### src/shared/pps_pkg.sv
// Constants, modes and pin carriers for the preset pulse serial shifter.
// Assumes a single 20 MHz reference clock; every pin input is synchronised in the block.
package pps_pkg;

  // Widths fixed at the documented sizes
  localparam int STAGES       = 4;   // Shift register stages
  localparam int PATTERN_BITS = 16;  // Pattern emitter depth
  localparam int CNT_W        = 5;   // Pulse counters, holds up to 31
  localparam int DLY_W        = 8;   // Half period delay count
  localparam int SYNC_W       = 5;   // Number of synchronised pin inputs

  // Clock and timing
  localparam int CLK_PERIOD_NS   = 50;    // 20 MHz reference clock
  localparam int IDLE_LOW_NS     = 2000;  // Low time on the line that arms a burst
  // Least time: round up to whole cycles
  localparam int IDLE_LOW_CYCLES = (IDLE_LOW_NS + CLK_PERIOD_NS - 1) / CLK_PERIOD_NS;
  localparam logic [7:0] IDLE_LOW_LAST = 8'(IDLE_LOW_CYCLES - 1);

  // Reset values
  localparam logic [DLY_W-1:0]        DLY_RST     = 8'h00;
  localparam logic [CNT_W-1:0]        CNT_RST     = 5'h00;
  localparam logic [CNT_W-1:0]        STAGE_COUNT = 5'h04;  // Burst length in internal rx
  localparam logic [STAGES-1:0]       STAGE_RST   = 4'h0;
  localparam logic [PATTERN_BITS-1:0] PATTERN_RST = 16'h0000;
  localparam logic [SYNC_W-1:0]       SYNC_RST    = 5'h02;  // Clear input idles high

  // Synchroniser bit positions
  localparam int SY_START = 0;
  localparam int SY_CLR_N = 1;
  localparam int SY_EXTCK = 2;
  localparam int SY_DATA  = 3;
  localparam int SY_PINCK = 4;

  // Operating modes
  typedef enum logic [1:0] {
    MODE_EXT_RX   = 2'b00,  // Shift on the external clock
    MODE_INT_RX   = 2'b01,  // Shift on an internal burst armed by a low line
    MODE_TX_FIRST = 2'b10,  // Transmit a pattern, then receive on partner clock
    MODE_IDLE     = 2'b11   // Burst only, no shifting
  } mode_e;

  // One two-way pin as seen from the block
  typedef struct packed {
    logic out;  // Level driven onto the pin
    logic oe;   // High while the block drives the pin
  } pin_drive_s;

endpackage : pps_pkg

### src/hw/preset_pulse_serial_shifter.sv
// Preset pulse burst generator with a four stage shift register and a
// transmit-first bidirectional pin pair.
// Assumes one reference clock; start, clear, external clock, data and clock
// pins come from outside and are synchronised here. Configuration inputs are
// static or from logic on the reference clock.
`timescale 1ns/1ps

module preset_pulse_serial_shifter
  import pps_pkg::*;
(
  input  wire logic                    i_ref_clk,     // 20 MHz reference clock
  input  wire logic                    i_rst_n,       // Asynchronous reset, active low
  input  wire mode_e                   i_mode,        // Operating mode
  input  wire logic [DLY_W-1:0]        i_half_period, // Delay cycles per oscillator edge
  input  wire logic [CNT_W-1:0]        i_burst_count, // Pulses per burst, plain modes
  input  wire logic [CNT_W-1:0]        i_tx_count,    // Pulses per transmission
  input  wire logic                    i_start,       // Start pin
  input  wire logic                    i_clear_n,     // Shift register clear pin, active low
  input  wire logic                    i_ext_clk,     // External shift clock pin
  input  wire logic                    i_data_pin,    // Data pin input level
  input  wire logic                    i_clk_pin,     // Clock pin input level
  input  wire logic                    i_load_sel,    // Parallel load select
  input  wire logic                    i_load_en,     // Parallel load commit
  input  wire logic [STAGES-1:0]       i_load_data,   // Parallel load value
  input  wire logic                    i_pattern_wr,  // Host write strobe for pattern
  input  wire logic [PATTERN_BITS-1:0] i_pattern,     // Host pattern value
  output logic                         o_burst_window,// Burst window
  output logic                         o_int_clk,     // Internal generated clock
  output logic      [STAGES-1:0]       o_rx_data,     // Stage outputs
  output logic      [PATTERN_BITS-1:0] o_pattern,     // Stored pattern readback
  output logic                         o_tx_enable,   // Transmit enable flip-flop
  output pin_drive_s                   o_data_pin,    // Data pin drive
  output pin_drive_s                   o_clk_pin      // Clock pin drive
);

  // Synchroniser stages; first stage feeds only the second
  logic [SYNC_W-1:0]       sync_meta;
  logic [SYNC_W-1:0]       sync;
  logic [SYNC_W-1:0]       sync_prev;   // For edge detection

  // Burst generator state
  logic                    window;      // Burst window
  logic                    osc;         // Oscillator level
  logic [DLY_W-1:0]        dly_cnt;     // Delay element count
  logic [CNT_W-1:0]        pulse_cnt;   // Pulses seen in this burst
  logic [CNT_W-1:0]        target;      // Pulse count latched at start

  // Line idle detector for internal rx
  logic [7:0]              idle_cnt;
  logic                    idle_fired;  // Blocks re-arming until line goes high

  // Shift register, load edge detect
  logic [STAGES-1:0]       stage;
  logic                    load_en_prev;

  // Transmit side
  logic                    tx_en;
  logic [PATTERN_BITS-1:0] pattern;
  logic [PATTERN_BITS-1:0] pat_sh;      // Working copy shifted out
  logic [CNT_W-1:0]        tx_cnt;      // Transmit clock pulses
  logic                    tx_done;     // Counter reached its end
  logic                    tx_done_prev;

  // Combinational helpers
  logic                    start_rise;
  logic                    idle_trig;
  logic                    trigger;
  logic                    dly_hit;
  logic                    osc_rise;
  logic                    osc_fall;
  logic                    shift_edge;
  logic                    load_commit;
  logic                    tx_stop;
  logic [DLY_W-1:0]        dly_last;
  logic [CNT_W-1:0]        next_target;

  // Pin synchroniser, two flops on every pin input
  always_ff @(posedge i_ref_clk or negedge i_rst_n) begin
    if (!i_rst_n) begin
      sync_meta <= SYNC_RST;
      sync      <= SYNC_RST;
      sync_prev <= SYNC_RST;
    end else begin
      sync_meta <= {i_clk_pin, i_data_pin, i_ext_clk, i_clear_n, i_start};
      sync      <= sync_meta;
      sync_prev <= sync;
    end
  end

  // Trigger and edge decode
  always_comb begin
    start_rise  = sync[SY_START] & ~sync_prev[SY_START];
    idle_trig   = (i_mode == MODE_INT_RX) && !idle_fired && !sync[SY_DATA]
                  && (idle_cnt == IDLE_LOW_LAST);
    // A start while the window is open is dropped
    if (i_mode == MODE_INT_RX) begin
      trigger = idle_trig & ~window;
    end else begin
      trigger = start_rise & ~window;
    end
    // Zero delay would stall the oscillator, so treat it as one cycle
    dly_last    = (i_half_period == DLY_RST) ? DLY_RST : i_half_period - 8'h01;
    dly_hit     = window && (dly_cnt == dly_last);
    osc_rise    = dly_hit & ~osc;
    osc_fall    = dly_hit & osc;
    case (i_mode)
      MODE_INT_RX:   next_target = STAGE_COUNT;
      MODE_TX_FIRST: next_target = i_tx_count;
      default:       next_target = i_burst_count;
    endcase
  end

  // Idle-low detector: counts low cycles on the data line outside a burst
  always_ff @(posedge i_ref_clk or negedge i_rst_n) begin
    if (!i_rst_n) begin
      idle_cnt   <= 8'h00;
      idle_fired <= 1'b0;
    end else if (sync[SY_DATA] || i_mode != MODE_INT_RX) begin
      // Line high: rearm
      idle_cnt   <= 8'h00;
      idle_fired <= 1'b0;
    end else if (idle_trig) begin
      idle_fired <= 1'b1;
    end else if (!idle_fired && !window) begin
      idle_cnt   <= idle_cnt + 8'h01;
    end
  end

  // Window one-shot; its counter runs only on generated pulses
  always_ff @(posedge i_ref_clk or negedge i_rst_n) begin
    if (!i_rst_n) begin
      window    <= 1'b0;
      pulse_cnt <= CNT_RST;
      target    <= CNT_RST;
    end else if (trigger) begin
      window    <= 1'b1;
      pulse_cnt <= CNT_RST;
      target    <= next_target;
    end else if (osc_rise) begin
      pulse_cnt <= pulse_cnt + 5'h01;
    end else if (osc_fall && (pulse_cnt >= target)) begin
      // Close at the end of the last pulse's high half so every pulse is whole
      window    <= 1'b0;
    end
  end

  // Delay element: both-edge delay whose inverted output feeds back
  always_ff @(posedge i_ref_clk or negedge i_rst_n) begin
    if (!i_rst_n) begin
      osc     <= 1'b0;
      dly_cnt <= DLY_RST;
    end else if (!window || trigger) begin
      // Outside the window the loop is broken and restarts from low
      osc     <= 1'b0;
      dly_cnt <= DLY_RST;
    end else if (dly_hit) begin
      osc     <= ~osc;
      dly_cnt <= DLY_RST;
    end else begin
      dly_cnt <= dly_cnt + 8'h01;
    end
  end

  // Shift clock and load selection per mode
  always_comb begin
    case (i_mode)
      MODE_EXT_RX:   shift_edge = sync[SY_EXTCK] & ~sync_prev[SY_EXTCK];
      MODE_INT_RX:   shift_edge = osc_rise;
      // Partner clock is accepted only while the transmit enable is low
      MODE_TX_FIRST: shift_edge = sync[SY_PINCK] & ~sync_prev[SY_PINCK] & ~tx_en;
      default:       shift_edge = 1'b0;
    endcase
    load_commit = i_load_sel & i_load_en & ~load_en_prev;
  end

  // Load enable edge detect
  always_ff @(posedge i_ref_clk or negedge i_rst_n) begin
    if (!i_rst_n) begin
      load_en_prev <= 1'b0;
    end else begin
      load_en_prev <= i_load_en;
    end
  end

  // One flop per stage, each with a load selector ahead of it
  for (genvar g = 0; g < STAGES; g++) begin : g_stage
    logic serial_in;  // Bit arriving from the previous stage, or from the data pin at stage 0
    if (g == 0) begin : g_head
      assign serial_in = sync[SY_DATA];
    end else begin : g_body
      assign serial_in = stage[g-1];
    end
    always_ff @(posedge i_ref_clk or negedge i_rst_n) begin
      if (!i_rst_n) begin
        stage[g] <= 1'b0;
      end else if (!sync[SY_CLR_N]) begin
        stage[g] <= 1'b0;
      end else if (load_commit) begin
        stage[g] <= i_load_data[g];
      end else if (shift_edge) begin
        stage[g] <= serial_in;
      end
    end
  end

  // Transmit done edge detector
  always_comb begin
    tx_stop = tx_done & ~tx_done_prev;
  end

  // Transmit enable flop; set first in every transaction
  always_ff @(posedge i_ref_clk or negedge i_rst_n) begin
    if (!i_rst_n) begin
      tx_en        <= 1'b0;
      tx_cnt       <= CNT_RST;
      tx_done      <= 1'b0;
      tx_done_prev <= 1'b0;
    end else begin
      tx_done_prev <= tx_done;
      if (trigger && i_mode == MODE_TX_FIRST) begin
        tx_en   <= 1'b1;
        tx_cnt  <= CNT_RST;
        tx_done <= 1'b0;
      end else if (tx_stop) begin
        tx_en   <= 1'b0;
      end else if (tx_en && osc_rise) begin
        tx_cnt  <= tx_cnt + 5'h01;
      end else if (tx_en && osc_fall && (tx_cnt >= i_tx_count)) begin
        tx_done <= 1'b1;
      end else if (!tx_en) begin
        tx_done <= 1'b0;
      end
    end
  end

  // Pattern store; host writes are dropped mid-transmission
  always_ff @(posedge i_ref_clk or negedge i_rst_n) begin
    if (!i_rst_n) begin
      pattern <= PATTERN_RST;
    end else if (i_pattern_wr && !tx_en) begin
      pattern <= i_pattern;
    end
  end

  // Serial emitter: next bit moves on the falling internal edge so the
  // partner samples a settled level on the rising one
  always_ff @(posedge i_ref_clk or negedge i_rst_n) begin
    if (!i_rst_n) begin
      pat_sh <= PATTERN_RST;
    end else if (trigger && i_mode == MODE_TX_FIRST) begin
      pat_sh <= pattern;
    end else if (tx_en && osc_fall) begin
      pat_sh <= {pat_sh[PATTERN_BITS-2:0], 1'b0};
    end
  end

  // Pin drivers, registered; transmit enable gates clock and enables
  always_ff @(posedge i_ref_clk or negedge i_rst_n) begin
    if (!i_rst_n) begin
      o_clk_pin  <= '0;
      o_data_pin <= '0;
    end else begin
      o_clk_pin.out  <= osc & tx_en;
      o_clk_pin.oe   <= tx_en;
      o_data_pin.out <= pat_sh[PATTERN_BITS-1] & tx_en;
      o_data_pin.oe  <= tx_en;
    end
  end

  // Status outputs, all straight from flops
  always_comb begin
    o_burst_window = window;
    o_int_clk      = osc;
    o_rx_data      = stage;
    o_pattern      = pattern;
    o_tx_enable    = tx_en;
  end

endmodule : preset_pulse_serial_shifter

### config.mk
export PLATFORM = sky130hd
export DESIGN_NAME = preset_pulse_serial_shifter
export DESIGN_NICKNAME = d
export VERILOG_FILES = /design/src/shared/pps_pkg.sv /design/src/hw/preset_pulse_serial_shifter.sv
export SDC_FILE = /design/constraint.sdc
export NUM_CORES = 1
export LEC_CHECK = 0
export ABC_AREA = 1
export BUFFER_PORTS_ARGS = -buffer_cell sky130_fd_sc_hd__buf_2
export CAP_MARGIN = 20
export CORE_MARGIN = 2
export CORE_UTILIZATION = 45
export CTS_CLUSTER_DIAMETER = 200
export DETAILED_ROUTE_END_ITERATION = 8
export PLACE_DENSITY = 0.75
export REMOVE_ABC_BUFFERS = 1
export SLEW_MARGIN = 20
export SYNTH_ARGS = -nofsm -noshare
export SYNTH_HDL_FRONTEND = slang
export SYNTH_SLANG_ARGS = --single-unit
### constraint.sdc
create_clock -name i_ref_clk -period 5.4 [get_ports i_ref_clk]
set_input_delay 0.81 -clock i_ref_clk [delete_from_list [all_inputs] [get_ports i_ref_clk]]
set_output_delay 0.81 -clock i_ref_clk [all_outputs]
set_load 0.1 [all_outputs]
==> flow_summary.json <==
{
  "status": "finished, final reports clean",
  "overflow": 0,
  "worstPathMaxFanout": 30,
  "initialDrtViolationCount": 241,
  "hold_class": "flop to flop",
  "finClkSkew_ns": 0.0158,
  "min_period_ns": 2.95,
  "num-nets-final": 681,
  "initial_utilization": 0.457,
  "cp_data_required_time_ns": 5.68,
  "fp-row-count": 37,
  "cp_data_arrival_time_ns": 3.23,
  "max_cap_viol_count": 0,
  "diodes": 0,
  "cts_post_setup_buffers_inserted": 0,
  "die_area_mm2": 0.0111,
  "startpoint_type": "input port",
  "postLayoutCellArea_mm2": 0.00531,
  "dpl.hpwl_um": 6670,
  "antenna_found_initial": 0,
  "io_buffers": 76,
  "final_layout_size_suffix_gt1_frac": 0.232,
  "clkSinkCount": 90,
  "drtPass1Iterations": 4,
  "syn_area_per_cell_um2": 8.59,
  "core_area_mm2": 0.0101,
  "areaGrowthSynthToFinish_pct": 14.7,
  "avgViaCountPerCell": 4.87,
  "grt_usage": 0.168,
  "remaining_drc_errors": 0,
  "setup_viol": 0,
  "drv_slew": 0,
  "total_power_mw": 1.69,
  "synthCells": 539,
  "cts_root_buffer": "clkbuf_8",
  "routed_wl_um": 8870,
  "final_cells": 753,
  "dp.cells": 737,
  "dpl_cell_area_mm2": 0.00508,
  "io_pins": 77,
  "seq_area_frac_synth": 0.487,
  "synth_cell_type_count": 34,
  "clkTransAtPathRegs_ns": 0.09,
  "ctsHtreeMaxLevel": 3,
  "power.density_mw_per_mm2": 319,
  "period_share": 0.546,
  "wl_per_cell_um": 11.8,
  "die_x_um": 105,
  "die_height_um": 105,
  "end_kind": "flop",
  "leakage_nw": 2.76,
  "cts-buffers-inserted": 9,
  "grt_pass1_vias": 3642,
  "hold_buffers": 0,
  "antenna_left": 0,
  "grt_max_degree": 91,
  "setup-tns-final_ns": 0,
  "place.gp.congestion": 0.879,
  "grt_pass1_wl_um": 15500,
  "fmax_ghz": 0.339,
  "hold_viol_final": 0,
  "netlist_area_mm2": 0.00463,
  "ys_warn_count": 0,
  "slew_headroom": 0.489,
  "clk_latency_ns": 0.36,
  "crit_type": "input port to flop",
  "rsz0062_at_grt": "no",
  "nFillCells": 904,
  "via_count": 3664,
  "synth.ff_latch_count": 90,
  "cts_tree": "yes",
  "cts_buffer_depth": 2,
  "tightest_slew_ns": 0.766,
  "ir_drop_v": 0.000222,
  "ctsResizeCount": 0
}
==> path summary, 6_finish.rpt <==
| check | start | slack, ns | endpoint | cells after the start |
|---|---|---|---|---|
| worst max-delay path | i_mode[1] | 2.45 | pat_sh[5] | 15 |
| worst min-delay path | sync_meta[4] | 0.36 | sync[4] | 0 |
| worst max register to register | idle_cnt[1] | 2.75 | pat_sh[5] | 13 |
| worst min register to register | sync_meta[4] | 0.36 | sync[4] | 0 |
| max in group asynchronous | i_rst_n | 4.38 | tx_done_prev | 1 |
| min in group asynchronous | i_rst_n | 0.50 | o_pattern[7] | 1 |
==> worst max-delay path, cell delays in order <==
cell     delay [ns]
buf_2          0.11
inv_1          0.08
ha_1           0.22
inv_1          0.09
nor2_4         0.16
nand3_1        0.13
nand2_1        0.09
nand2_2        0.13
inv_2          0.17
nand2_2        0.19
inv_1          0.59
nand2_1        0.13
o21ai_0        0.14
nand2_1        0.11
o21ai_2        0.07
==> power breakdown <==
part           switching [mW]  leakage (nW)  internal (mW)  total, mW
Clock                   0.249         0.109          0.268      0.517
Sequential             0.0510          1.05          0.733      0.784
Combinational           0.279          1.59          0.113      0.392
Total                   0.579          2.76           1.11       1.69
==> synth_stat cells <==
cell type / n / share of area
nor4_1: 1 / 0.0014
a21oi_1: 16 / 0.017
nor3_2: 1 / 0.0022
ha_1: 19 / 0.051
o21ai_2: 14 / 0.026
buf_8: 1 / 0.0032
buf_4: 4 / 0.0065
nand2_2: 7 / 0.0095
o221ai_1: 1 / 0.0019
buf_1: 1 / 0.00081
xnor2_1: 4 / 0.0076
nand3_1: 33 / 0.036
nand2_1: 120 / 0.097
nand2_4: 3 / 0.0073
buf_2: 4 / 0.0043
clkbuf_1: 2 / 0.0016
o22ai_1: 3 / 0.0041
o21bai_1: 3 / 0.0049
inv_1: 81 / 0.066
nand4_1: 5 / 0.0068
a31oi_1: 1 / 0.0014
xor2_1: 6 / 0.011
o21ai_0: 38 / 0.041
nand3b_1: 1 / 0.0016
dfrtp_1: 88 / 0.48
mux2_2: 16 / 0.039
nor3_1: 7 / 0.0076
nor2_1: 38 / 0.031
nor2_2: 4 / 0.0054
nor2_4: 1 / 0.0024
inv_2: 4 / 0.0032
dfstp_2: 2 / 0.011
o21ai_1: 8 / 0.0086
buf_6: 2 / 0.0049
==> stage by stage <==
stage | setup slack (ns) | util | hold WS (ns)
finish | 2.45 | 0.524 | 0.356
global route | 2.21 | 0.524 | 0.365
CTS | 2.46 | 0.524 | 0.358
detailed placement | 2.12 | 0.501 | 0.337
global placement | 2.30 | 0.501 | 0.333
floorplan | 2.74 | - | 0.331
==> cells by family (layout without fill, tap and decap cells) <==
| logic type | Yosys count | in the layout | share of synthesized area |
|---|---|---|---|
| simple gates | 221 | 221 | 0.208 |
| buf+inv | 99 | 177 | 0.0903 |
| flops | 90 | 90 | 0.487 |
| compound gates | 84 | 84 | 0.106 |
| fa+ha+maj | 19 | 19 | 0.0514 |
| mux | 16 | 16 | 0.0389 |
| xor+xnor | 10 | 10 | 0.0189 |
==> metal layers <==
layer,GRT usage,wire (µm),vias to the layer above
li1,-,-,1868
met1,0.203,3840,1710
met2,0.306,4580,79
met3,0.0334,384,7
met4,0.0429,65,0
met5,0,0,-
==> cell type report <==
cell class              count  area, µm²  share of cell area
clock buffers              10        128              0.0240
clock inverters             6       96.3              0.0181
inverters                  85        319              0.0601
multi-input cells         350       1960               0.368
flip-flops and latches     90       2250               0.424
well taps                 136        170              0.0320
repair buffers             76        387              0.0728
==> state kept, by name, indices dropped and copies added, names as in the netlist, 5 cells and up <==
signal,flops
o_pattern,16
pat_sh,16
dly_cnt,8
idle_cnt,8
pulse_cnt,5
sync,5
sync_meta,5
target,5
tx_cnt,5
==> placed cells by master, fill, tap and decap left out, drive strengths merged, types with 3 or more instances in the layout <==
cell / count
nand2: 130
dfrtp: 88
inv: 88
buf: 76
o21ai: 60
nor2: 43
nand3: 33
ha: 19
a21oi: 16
mux2: 16
clkbuf: 10
nor3: 8
xor2: 6
nand4: 5
xnor2: 4
o21bai: 3
o22ai: 3
Note: power is estimated with default switching activity, not from simulation.
